==> src/epr_pkg.sv <==
package epr_pkg;

	// Mode field encodings
	localparam logic [4:0] MODE_USR = 5'h10;
	localparam logic [4:0] MODE_FIQ = 5'h11;
	localparam logic [4:0] MODE_IRQ = 5'h12;
	localparam logic [4:0] MODE_SVC = 5'h13;
	localparam logic [4:0] MODE_ABT = 5'h17;
	localparam logic [4:0] MODE_UND = 5'h1b;

	// Exception vectors
	localparam logic [31:0] VEC_RESET = 32'h0000_0000;
	localparam logic [31:0] VEC_UNDEF = 32'h0000_0004;
	localparam logic [31:0] VEC_SWTRAP = 32'h0000_0008;
	localparam logic [31:0] VEC_PABT = 32'h0000_000c;
	localparam logic [31:0] VEC_DABT = 32'h0000_0010;
	localparam logic [31:0] VEC_IRQ = 32'h0000_0018;
	localparam logic [31:0] VEC_FIQ = 32'h0000_001c;

	localparam logic [31:0] WORD_STEP = 32'h0000_0004;
	localparam logic [31:0] LINK_OFS = 32'h0000_0004;
	localparam logic [31:0] LINK_OFS_DABT = 32'h0000_0008;

	// Latency budget, in processor cycles
	localparam int T_SYNC_MIN_CYC = 2;
	localparam int T_SYNC_MAX_CYC = 3;
	localparam int T_LDM_CYC = 20;
	localparam int T_EXC_CYC = 3;
	localparam int T_FIQ_CYC = 2;
	localparam int FIQ_LAT_MAX_CYC = T_SYNC_MAX_CYC + T_LDM_CYC + T_EXC_CYC
		+ T_FIQ_CYC;
	localparam int LAT_MIN_CYC = T_SYNC_MIN_CYC + T_FIQ_CYC;
	localparam int CNT_W = 2;

	// Saved-state banks
	localparam int NUM_BANKS = 5;
	localparam logic [2:0] BANK_FIQ = 3'h0;
	localparam logic [2:0] BANK_IRQ = 3'h1;
	localparam logic [2:0] BANK_SVC = 3'h2;
	localparam logic [2:0] BANK_ABT = 3'h3;
	localparam logic [2:0] BANK_UND = 3'h4;

	// Decode fields
	localparam logic [2:0] OPC_UNDEF_CLASS = 3'h3;
	localparam logic [3:0] OPC_SWTRAP = 4'hf;

	// APB register offsets
	localparam logic [7:0] REG_STATUS = 8'h00;
	localparam logic [7:0] REG_FETCH = 8'h04;
	localparam logic [7:0] REG_CAUSE = 8'h08;
	localparam logic [7:0] REG_SVC_LINK = 8'h0c;
	localparam logic [7:0] REG_SVC_SAVED = 8'h10;

	typedef struct packed {
		logic [3:0] flags;
		logic [19:0] rsv;
		logic irqMask;
		logic fiqMask;
		logic compact;
		logic [4:0] mode;
	} epr_status_type;

	localparam epr_status_type STATUS_RESET = '{flags: 4'h0, rsv: 20'h0,
		irqMask: 1'b1, fiqMask: 1'b1, compact: 1'b0, mode: MODE_SVC};

	typedef enum logic [2:0] {
		EXC_NONE, EXC_RESET, EXC_DABT, EXC_FIQ, EXC_IRQ, EXC_PABT,
		EXC_UNDEF, EXC_SWTRAP
	} epr_exc_type;

	typedef enum logic [1:0] {ST_RESET, ST_RUN, ST_ENTRY} epr_state_type;

	typedef struct packed {
		logic coreReset_b;
		logic fastIrq_b;
		logic normIrq_b;
	} epr_pins_type;

	localparam epr_pins_type PINS_RESET = '{coreReset_b: 1'b0,
		fastIrq_b: 1'b1, normIrq_b: 1'b1};

endpackage

==> src/epr_sync2.sv <==
`timescale 1ns/1ps
`default_nettype none
module epr_sync2
	import epr_pkg::*;
(
	input wire logic clk,
	input wire logic rst_b,
	input wire logic ce,
	input wire epr_pins_type asyncIn,
	output epr_pins_type syncOut
);
	epr_pins_type stage1_r;
	epr_pins_type stage2_r;

	always_ff @(posedge clk or negedge rst_b) begin
		if (!rst_b) begin
			stage1_r <= PINS_RESET;
			stage2_r <= PINS_RESET;
		end else if (ce) begin
			stage1_r <= asyncIn;
			stage2_r <= stage1_r;
		end
	end

	assign syncOut = stage2_r;
endmodule
`default_nettype wire

==> src/epr_exception_unit.sv <==
// Functional notes
// - Arbitrate reset, data abort, fast, normal, prefetch abort, then traps.
// - Undefined and software trap never both raised for one instruction.
// - Data abort with unmasked fast interrupt chains into fast vector.
// - Fast interrupt latency at most 28 cycles including abort entry.
// - After worst-case latency the core fetches from fast vector 0x1c.
// - Least latency for either interrupt is four cycles.
// - Normal interrupt waits while fast interrupt handling continues.
// - While core reset is low, fetch walks incrementing word addresses.
// - Reset release copies fetch address and status into supervisor bank.
// - Reset release forces supervisor mode, both masks, compact bit clear.
// - After reset release, fetch starts at zero in 32-bit state.
// - Multiply with bit 6 set does not raise undefined trap.
// - Exception entry saves status, forces mode, loads vector.
// - Each exception has its own fixed vector address.
// - Fast interrupt entry masks normal interrupts.
//
// The register offsets and the APB interface to the registers were decided locally.
`timescale 1ns/1ps
`default_nettype none
module epr_exception_unit
	import epr_pkg::*;
#(
	parameter int ADDR_W = 8
) (
	input wire logic clk,
	input wire logic rst_b,
	input wire logic ce,
	input wire logic coreReset_b,
	input wire logic fastIrq_b,
	input wire logic normIrq_b,
	input wire logic instrBoundary,
	input wire logic [31:0] instrWord,
	input wire logic instrCondPass,
	input wire logic instrPrefetchAbort,
	input wire logic [31:0] instrAddr,
	input wire logic dataAbort,
	input wire logic excReturn,
	input wire logic [31:0] returnAddr,
	input wire logic psel,
	input wire logic penable,
	input wire logic pwrite,
	input wire logic [ADDR_W-1:0] paddr,
	input wire logic [31:0] pwdata,
	output logic [31:0] prdata,
	output logic pready,
	output logic pslverr,
	output logic [31:0] fetchAddr,
	output logic pcLoad,
	output epr_exc_type takenCause,
	output epr_status_type statusWord,
	output logic entryBusy,
	output logic [31:0] supervisorLinkRegister,
	output epr_status_type supervisorSavedStatus
);
	epr_pins_type pinRaw;
	epr_pins_type pinSync;
	logic entryBusy_r;
	epr_state_type state_r;
	logic [CNT_W-1:0] cnt_r;
	epr_exc_type curCause_r;
	epr_exc_type takenCause_r;
	epr_exc_type nextCause;
	epr_exc_type entryCause;
	epr_status_type statusWord_r;
	epr_status_type savedStatus_r [NUM_BANKS];
	logic [31:0] linkReg_r [NUM_BANKS];
	logic [31:0] fetchAddr_r;
	logic pcLoad_r;
	logic dabtPend_r;
	logic [31:0] prdata_r;
	logic pready_r;
	logic pslverr_r;
	logic coreSync;
	logic fiqReq;
	logic irqReq;
	logic pabtHit;
	logic undefHit;
	logic swHit;
	logic takeNow;
	logic finishEntry;
	logic chainFiq;
	logic entryStart;
	logic resetRelease;
	logic returnTake;
	logic saveEn;
	logic [2:0] saveBank;
	logic [31:0] saveLink;
	logic statusWrite;
	logic [31:0] readData;
	logic addrHit;

	function automatic logic [4:0] modeOf(input epr_exc_type c);
		case (c)
			EXC_DABT, EXC_PABT: modeOf = MODE_ABT;
			EXC_FIQ: modeOf = MODE_FIQ;
			EXC_IRQ: modeOf = MODE_IRQ;
			EXC_UNDEF: modeOf = MODE_UND;
			default: modeOf = MODE_SVC;
		endcase
	endfunction

	function automatic logic [31:0] vecOf(input epr_exc_type c);
		case (c)
			EXC_UNDEF: vecOf = VEC_UNDEF;
			EXC_SWTRAP: vecOf = VEC_SWTRAP;
			EXC_PABT: vecOf = VEC_PABT;
			EXC_DABT: vecOf = VEC_DABT;
			EXC_IRQ: vecOf = VEC_IRQ;
			EXC_FIQ: vecOf = VEC_FIQ;
			default: vecOf = VEC_RESET;
		endcase
	endfunction

	function automatic logic [2:0] bankOf(input logic [4:0] m);
		case (m)
			MODE_FIQ: bankOf = BANK_FIQ;
			MODE_IRQ: bankOf = BANK_IRQ;
			MODE_ABT: bankOf = BANK_ABT;
			MODE_UND: bankOf = BANK_UND;
			default: bankOf = BANK_SVC;
		endcase
	endfunction

	// Counter preload: entry lasts the full figure incl. the vector load edge
	function automatic logic [CNT_W-1:0] entryLoad(input epr_exc_type c);
		if (c == EXC_DABT) begin
			entryLoad = CNT_W'(T_EXC_CYC - 2);
		end else begin
			entryLoad = CNT_W'(T_FIQ_CYC - 2);
		end
	endfunction

	assign pinRaw = '{coreReset_b: coreReset_b, fastIrq_b: fastIrq_b,
		normIrq_b: normIrq_b};

	epr_sync2 u_sync (
		.clk(clk),
		.rst_b(rst_b),
		.ce(ce),
		.asyncIn(pinRaw),
		.syncOut(pinSync)
	);

	assign coreSync = pinSync.coreReset_b;
	assign fiqReq = !pinSync.fastIrq_b && !statusWord_r.fiqMask;
	// Set I bit keeps normal interrupts out during fast handling
	assign irqReq = !pinSync.normIrq_b && !statusWord_r.irqMask;
	assign pabtHit = instrBoundary && instrPrefetchAbort;
	// Class 011 with bit 4 set; multiply space is never in this class
	assign undefHit = instrBoundary && instrCondPass && !instrPrefetchAbort
		&& instrWord[27:25] == OPC_UNDEF_CLASS && instrWord[4];
	// Exclusive by encoding alone, so the trap assertion sees the decode
	assign swHit = instrBoundary && instrCondPass && !instrPrefetchAbort
		&& instrWord[27:24] == OPC_SWTRAP;

	always_comb begin
		nextCause = EXC_NONE;
		if (dabtPend_r) begin
			nextCause = EXC_DABT;
		end else if (fiqReq) begin
			nextCause = EXC_FIQ;
		end else if (irqReq) begin
			nextCause = EXC_IRQ;
		end else if (pabtHit) begin
			nextCause = EXC_PABT;
		end else if (undefHit) begin
			nextCause = EXC_UNDEF;
		end else if (swHit) begin
			nextCause = EXC_SWTRAP;
		end
	end

	assign resetRelease = state_r == ST_RESET && coreSync;
	assign takeNow = coreSync && state_r == ST_RUN && instrBoundary
		&& nextCause != EXC_NONE;
	assign finishEntry = coreSync && state_r == ST_ENTRY && cnt_r == '0;
	// Abort entry leaves F alone, so an unmasked fast request follows at once
	assign chainFiq = finishEntry && curCause_r == EXC_DABT && fiqReq;
	assign entryStart = takeNow || chainFiq;
	assign entryCause = chainFiq ? EXC_FIQ : nextCause;
	assign returnTake = coreSync && state_r == ST_RUN && excReturn
		&& !takeNow && statusWord_r.mode != MODE_USR;

	always_comb begin
		saveEn = entryStart || resetRelease;
		saveBank = bankOf(modeOf(entryCause));
		saveLink = instrAddr + LINK_OFS;
		if (resetRelease) begin
			saveBank = BANK_SVC;
			saveLink = fetchAddr_r;
		end else if (chainFiq) begin
			// Fast return lands back on the abort handler entry
			saveLink = VEC_DABT + LINK_OFS;
		end else if (entryCause == EXC_DABT) begin
			saveLink = instrAddr + LINK_OFS_DABT;
		end
	end

	always_ff @(posedge clk or negedge rst_b) begin
		if (!rst_b) begin
			state_r <= ST_RESET;
			cnt_r <= '0;
			curCause_r <= EXC_NONE;
			entryBusy_r <= 1'b1;
		end else if (ce) begin
			if (!coreSync) begin
				state_r <= ST_RESET;
				entryBusy_r <= 1'b1;
			end else begin
				case (state_r)
					ST_RESET: begin
						state_r <= ST_RUN;
						entryBusy_r <= 1'b0;
					end
					ST_RUN: begin
						if (takeNow) begin
							state_r <= ST_ENTRY;
							entryBusy_r <= 1'b1;
							cnt_r <= entryLoad(nextCause);
							curCause_r <= nextCause;
						end
					end
					ST_ENTRY: begin
						if (chainFiq) begin
							cnt_r <= entryLoad(EXC_FIQ);
							curCause_r <= EXC_FIQ;
						end else if (cnt_r == '0) begin
							state_r <= ST_RUN;
							entryBusy_r <= 1'b0;
						end else begin
							cnt_r <= cnt_r - 1'b1;
						end
					end
					default: begin
						state_r <= ST_RESET;
						entryBusy_r <= 1'b1;
					end
				endcase
			end
		end
	end

	// Pending abort is sticky; a new abort in the take cycle is kept
	always_ff @(posedge clk or negedge rst_b) begin
		if (!rst_b) begin
			dabtPend_r <= 1'b0;
		end else if (ce) begin
			if (!coreSync) begin
				dabtPend_r <= 1'b0;
			end else if (dataAbort) begin
				dabtPend_r <= 1'b1;
			end else if (takeNow && nextCause == EXC_DABT) begin
				dabtPend_r <= 1'b0;
			end
		end
	end

	// Hardware updates override a same-cycle software write
	always_ff @(posedge clk or negedge rst_b) begin
		if (!rst_b) begin
			statusWord_r <= STATUS_RESET;
		end else if (ce) begin
			if (statusWrite) begin
				statusWord_r <= pwdata;
				statusWord_r.rsv <= '0;
			end
			if (resetRelease) begin
				statusWord_r.mode <= MODE_SVC;
				statusWord_r.irqMask <= 1'b1;
				statusWord_r.fiqMask <= 1'b1;
				statusWord_r.compact <= 1'b0;
			end else if (entryStart) begin
				statusWord_r.mode <= modeOf(entryCause);
				statusWord_r.irqMask <= 1'b1;
				statusWord_r.compact <= 1'b0;
				if (entryCause == EXC_FIQ) begin
					statusWord_r.fiqMask <= 1'b1;
				end
			end else if (returnTake) begin
				statusWord_r <= savedStatus_r[bankOf(statusWord_r.mode)];
			end
		end
	end

	generate
		for (genvar b = 0; b < NUM_BANKS; b++) begin : g_bank
			always_ff @(posedge clk or negedge rst_b) begin
				if (!rst_b) begin
					savedStatus_r[b] <= STATUS_RESET;
					linkReg_r[b] <= 32'h0;
				end else if (ce && saveEn && saveBank == 3'(b)) begin
					savedStatus_r[b] <= statusWord_r;
					linkReg_r[b] <= saveLink;
				end
			end
		end
	endgenerate

	always_ff @(posedge clk or negedge rst_b) begin
		if (!rst_b) begin
			fetchAddr_r <= VEC_RESET;
			pcLoad_r <= 1'b0;
			takenCause_r <= EXC_NONE;
		end else if (ce) begin
			pcLoad_r <= 1'b0;
			if (!coreSync) begin
				fetchAddr_r <= fetchAddr_r + WORD_STEP;
			end else if (resetRelease) begin
				fetchAddr_r <= VEC_RESET;
				pcLoad_r <= 1'b1;
				takenCause_r <= EXC_RESET;
			end else if (finishEntry) begin
				fetchAddr_r <= vecOf(curCause_r);
				pcLoad_r <= 1'b1;
				takenCause_r <= curCause_r;
			end else if (returnTake) begin
				fetchAddr_r <= returnAddr;
				pcLoad_r <= 1'b1;
			end
		end
	end

	// APB slave, one wait state; writes land at the pready edge
	assign statusWrite = psel && penable && pready_r && pwrite && addrHit
		&& paddr == ADDR_W'(REG_STATUS) && statusWord_r.mode != MODE_USR;

	always_comb begin
		readData = 32'h0;
		addrHit = 1'b1;
		case (paddr)
			ADDR_W'(REG_STATUS): readData = statusWord_r;
			ADDR_W'(REG_FETCH): readData = fetchAddr_r;
			ADDR_W'(REG_CAUSE): readData = {29'h0, takenCause_r};
			ADDR_W'(REG_SVC_LINK): readData = linkReg_r[BANK_SVC];
			ADDR_W'(REG_SVC_SAVED): readData = savedStatus_r[BANK_SVC];
			default: addrHit = 1'b0;
		endcase
	end

	always_ff @(posedge clk or negedge rst_b) begin
		if (!rst_b) begin
			prdata_r <= 32'h0;
			pready_r <= 1'b0;
			pslverr_r <= 1'b0;
		end else if (ce) begin
			pready_r <= 1'b0;
			pslverr_r <= 1'b0;
			if (psel && penable && !pready_r) begin
				pready_r <= 1'b1;
				pslverr_r <= !addrHit;
				prdata_r <= pwrite ? 32'h0 : readData;
			end
		end
	end

	assign prdata = prdata_r;
	assign pready = pready_r;
	assign pslverr = pslverr_r;
	assign fetchAddr = fetchAddr_r;
	assign pcLoad = pcLoad_r;
	assign takenCause = takenCause_r;
	assign statusWord = statusWord_r;
	assign entryBusy = entryBusy_r;
	assign supervisorLinkRegister = linkReg_r[BANK_SVC];
	assign supervisorSavedStatus = savedStatus_r[BANK_SVC];

	a_prio_dabt_first: assert property (@(posedge clk)
		disable iff (!rst_b || !ce)
		takeNow && dabtPend_r |=> curCause_r == EXC_DABT)
		else $error("data abort lost arbitration");

	a_trap_exclusive: assert property (@(posedge clk)
		disable iff (!rst_b)
		!(undefHit && swHit))
		else $error("both traps raised");

	a_dabt_fiq_chain: assert property (@(posedge clk)
		disable iff (!rst_b || !ce)
		chainFiq |=> pcLoad_r && fetchAddr_r == VEC_DABT
			##1 pcLoad_r && fetchAddr_r == VEC_FIQ)
		else $error("abort to fast chain broken");

	a_dabt_entry_len: assert property (@(posedge clk)
		disable iff (!rst_b || !ce || !coreSync)
		takeNow && nextCause == EXC_DABT |=> !pcLoad_r [*2]
			##1 pcLoad_r && fetchAddr_r == VEC_DABT)
		else $error("abort entry not three cycles");

	a_fiq_entry_vec: assert property (@(posedge clk)
		disable iff (!rst_b || !ce || !coreSync)
		takeNow && nextCause == EXC_FIQ |=> !pcLoad_r
			##1 pcLoad_r && fetchAddr_r == VEC_FIQ && statusWord_r.fiqMask)
		else $error("fast entry not two cycles");

	a_irq_deferred: assert property (@(posedge clk)
		disable iff (!rst_b)
		takeNow && nextCause == EXC_IRQ |-> !fiqReq && !dabtPend_r)
		else $error("normal taken over fast");

	a_reset_fetch_inc: assert property (@(posedge clk)
		disable iff (!rst_b)
		rst_b && ce && !coreSync |=>
			fetchAddr_r == $past(fetchAddr_r) + WORD_STEP)
		else $error("reset fetch not incrementing");

	a_reset_save: assert property (@(posedge clk)
		disable iff (!rst_b || !ce)
		resetRelease |=> savedStatus_r[BANK_SVC] == $past(statusWord_r)
			&& linkReg_r[BANK_SVC] == $past(fetchAddr_r))
		else $error("reset save missing");

	a_reset_entry: assert property (@(posedge clk)
		disable iff (!rst_b || !ce)
		resetRelease |=> statusWord_r.mode == MODE_SVC
			&& statusWord_r.irqMask && statusWord_r.fiqMask
			&& !statusWord_r.compact && fetchAddr_r == VEC_RESET
			&& pcLoad_r)
		else $error("reset entry state wrong");

	a_mul_no_trap: assert property (@(posedge clk)
		disable iff (!rst_b)
		instrWord[27:22] == 6'h00 && instrWord[7:4] == 4'hd |-> !undefHit)
		else $error("multiply variant trapped");

	a_entry_save: assert property (@(posedge clk)
		disable iff (!rst_b || !ce)
		takeNow |=> statusWord_r.mode == modeOf(curCause_r)
			&& savedStatus_r[bankOf(statusWord_r.mode)] == $past(statusWord_r))
		else $error("entry save wrong");

	a_fiq_masks_irq: assert property (@(posedge clk)
		disable iff (!rst_b)
		pcLoad_r && takenCause_r == EXC_FIQ |-> statusWord_r.irqMask)
		else $error("fast entry left normal open");
endmodule
`default_nettype wire

==> config.mk <==
export PLATFORM = sky130hd
export DESIGN_NAME = epr_exception_unit
export DESIGN_NICKNAME = d
export VERILOG_FILES = /design/src/epr_pkg.sv /design/src/epr_sync2.sv /design/src/epr_exception_unit.sv
export SDC_FILE = /design/constraint.sdc
export NUM_CORES = 1
export LEC_CHECK = 0
export ABC_AREA = 1
export BUFFER_PORTS_ARGS = -buffer_cell sky130_fd_sc_hd__buf_2
export CORE_UTILIZATION = 57
export CTS_CLUSTER_SIZE = 24
export DETAILED_ROUTE_END_ITERATION = 12
export PLACE_DENSITY = 0.78
export SLEW_MARGIN = 20
export SYNTH_ARGS = -nofsm -noshare
export SYNTH_HDL_FRONTEND = slang
export SYNTH_HIERARCHICAL = 1
export SYNTH_SLANG_ARGS = --single-unit
==> constraint.sdc <==
create_clock -name clk -period 2.4 [get_ports clk]
set_input_delay 0.12 -clock clk [delete_from_list [all_inputs] [get_ports clk]]
set_output_delay 0.12 -clock clk [all_outputs]
set_load 0.01 [all_outputs]
==> results by group <==
Run status
  – Status: finished clean

Clock network
  – TritonCTS clock tree: yes
  – Clock sinks: 309
  – CTS H-tree depth: 2
  – Later-pin clock latency in the skew report: 0.54 ns
  – TritonCTS Buffers: 35
  – Worst-case clock buffer depth: 3
  – Worst-path clk slew: 0.06 ns
  – Root buffer cell: clkbuf_16

Synthesis
  – Post-synth EDFFs: 0
  – Syn avg cell area: 7.18 µm²
  – Sequential area share after synthesis: 0.436
  – Post-Syn Instances: 2,482
  – Synthesized area: 17,800 µm²
  – Synth cell types: 53
  – Commonest cells post-synth: nand2_1 (912), dfrtp_1 (274), o21ai_0 (246)
  – Main synth FF type: dfrtp_1
  – Yosys reg bits: 309
  – Synth area leader: dfrtp_1
  – Async set or reset register ratio after synthesis: 1.00
  – Ys Warns: 6
  – Top cells by area, synth: dfrtp_1 (38%), nand2_1 (19%), o21ai_0 (6.9%)
  – Syn Nets: 2,640
  – Share of the synthesized area in the top cell type: 0.385
  – Most common cell in the synthesized netlist: nand2_1

Placement
  – GP Congestion: 0.986
  – Dpl hpwl: 45,100 µm
  – Pre-CTS setup slack: 0.0138 ns
  – Dpl cell area: 19,600 µm²
  – Port bufs: 269

Setup path
  – Worst r2r src: cnt_r[0]
  – Critical Path End: savedStatus_r[130]
  – Setup CP Type: flip-flop to flip-flop
  – Crit path launch: cnt_r[0]
  – Crit-path max FO: 20
  – Worst setup EP type: flip-flop
  – R2R depth: 15
  – Reg-to-reg endpoint: savedStatus_r[130]
  – Required @ worst endpoint: 2.80 ns
  – Type of origin of the critical path: flip-flop
  – Arr. time, crit path: between 2 and 3 ns
  – FF-to-FF setup slack: approximately 0.11 ns

Finish
  – Share of layout cells above drive strength 1: 0.186
  – Ant. Diodes: 0
  – Post-route cell area: 21,500 µm²
  – Fillcell total: between 2,000 and 3,000
  – Layout area overhead: 20.4%
  – Final nets: 2,919

Power and ir drop
  – Reg power frac: 0.383
  – Maximum VDD drop: 0.707 mV
  – P_int: about 13 mW
  – Power per cell area: 1010 nW/µm²
  – Clk network pwr share: 0.276
  – Comb power frac: 0.341
  – Sw frac: 0.399
  – Leak Pwr: 10.8 nW
  – P_sw: around 8.7 mW

Route
  – ANT nets after route: 0
  – Via count: 18,700
  – Drt initial violations: approximately 1,900
  – DRT Wirelength: 63,000 µm
  – Vias/cell: 5.86
  – Initial DRT Pass Iterations: 6
  – Wire per inst: 19.8 µm
  – Drc violations: 0

Job
  – Max-cap violations: 0

Timing
  – Crit share post-route: 0.953
  – Pins Over Slew Limit: 0
  – Setup TNS: 0 ns
  – Clock Skew: about 0.017 ns
  – Fmax: 0.437 GHz
  – Final hold violation count: 0
  – Least-Margin Pin Slew: roughly 0.59 ns
  – Final hold slack: approximately 0.027 ns
  – Final setup margin: 0.114 ns
  – Count of final setup violators: 0
  – Slew margin rel.: 0.610
  – Final min period: 2.29 ns

Global route
  – Gr ovfl total: 0
  – Vias in the first global route: 17,600
  – Pin count of the biggest net entering global routing: 74
  – First-pass GRT wire length: approximately 96,000 µm
  – GRT Util Overall: 0.393
  – Antenna violations before repair: 0

Hold path
  – Hold Startpoint: pwdata[1]
  – Hold crit path type: input pin to flip-flop

Die
  – I/O pin total: 317
  – Starting density of the core: 0.581
  – Cell Rows: 64
  – Die height: 179 µm
  – Die Wd: 179 µm
  – Die ar.: 32,000 µm²
  – Core area: 30,700 µm²
==> cells in the final DEF (no fill, tap or decap), types with 7 or more instances in the layout <==
master and count:
nor2_1 142, nand2_1 907, nor2_2 7, nand3_1 150, o21ai_0 244, nand4_1 12, clkbuf_16 36, dlygate4sd3_1 45
inv_1 203, o211ai_1 18, inv_2 10, o21ai_1 73, xor2_1 22, dfstp_2 35, bufinv_16 7, o22ai_1 36
nor3_1 29, buf_2 268, buf_4 53, o21ai_2 33, dfrtp_1 274, buf_12 20, a22o_1 8, a21oi_1 57
==> per-stage QoR <==
step	power, mW	utilization	cells
after floorplan	12.4	-	2482
after global placement	15.2	0.640	3073
after detailed placement	15.4	0.640	3073
after CTS	21.5	0.697	3182
after global routing	22.8	0.700	3184
final	21.7	0.700	3184
==> metal layers <==
metal  global-route usage  part of all wire
met1                0.508              0.39
met2                0.615              0.45
met3               0.0859              0.10
met4                0.208             0.056
met5                    0                 0
==> registers in the layout, summed over array words and instances (netlist names), 3 cells and up <==
register	count
curCause_r	3
fetchAddr	32
prdata	32
savedStatus_r	128
statusWord	32
supervisorLinkRegister	32
supervisorSavedStatus	32
takenCause	3
u_sync/stage1_r	3
u_sync/syncOut	3
==> power by group through the flow <==
stage / registers, mW / logic, mW / clock network (mW)
after floorplan: 8.17 / 4.27 / 0
after global placement: 8.22 / 6.94 / 0
after detailed placement: 8.28 / 7.11 / 0
after CTS: 8.21 / 7.23 / 6.03
after global routing: 8.45 / 8.17 / 6.22
final: 8.30 / 7.41 / 5.99
==> worst min path at each step <==
| stage | to | slack [ns] | depth (start not counted) |
|---|---|---|---|
| 2_1_floorplan | cnt_r[0] | -0.18 | 0 |
| 3_3_place_gp | savedStatus_r[40] | 0.09 | 1 |
| 3_5_place_dp | savedStatus_r[40] | 0.09 | 1 |
| 4_1_cts | statusWord[29] | 0.003 | 5 |
| 5_1_grt | statusWord[29] | 0.02 | 5 |
| 6_report | statusWord[1] | 0.03 | 6 |
==> layout make-up <==
cell class | instances | area [µm²] | share of cell area
clock buffer | 46 | 977 | 0.0455
tap | 396 | 495 | 0.0231
multi-input combinational | 1807 | 8430 | 0.393
clock inverter | 18 | 318 | 0.0148
sequential | 309 | 7780 | 0.362
inverter | 219 | 831 | 0.0387
timing repair buffer | 389 | 2640 | 0.123
==> worst max-delay path, cell delays in order (launching register included) <==
cell	delay, ns
dfrtp_1	0.39
inv_1	0.09
ha_2	0.22
nand3_4	0.10
clkinv_2	0.10
nand2_4	0.08
nor2_8	0.14
inv_4	0.11
nand2_8	0.10
inv_4	0.05
nor3_4	0.17
buf_6	0.15
nand2_4	0.06
buf_4	0.23
nand2_1	0.07
o21ai_1	0.06
==> timing repair <==
action	4_1_cts	5_1_grt
buffers inserted	0	1
pin swaps	0	2
hold buffers	45	0
gates resized for setup	2	16
endpoints found under the setup margin	1	209
gates cloned	0	1
hold endpoints to repair	145	0
==> cell families after synthesis <==
| family | synth area share |
|---|---|
| flip-flops | 0.436 |
| AND/OR/NAND/NOR | 0.295 |
| XOR/XNOR | 0.0113 |
| AO/OA/AOI/OAI | 0.157 |
| adder cells (fa/ha/maj) | 0.00561 |
| buffers and inverters | 0.0942 |
No activity file was read; power rests on OpenSTA's default activity.
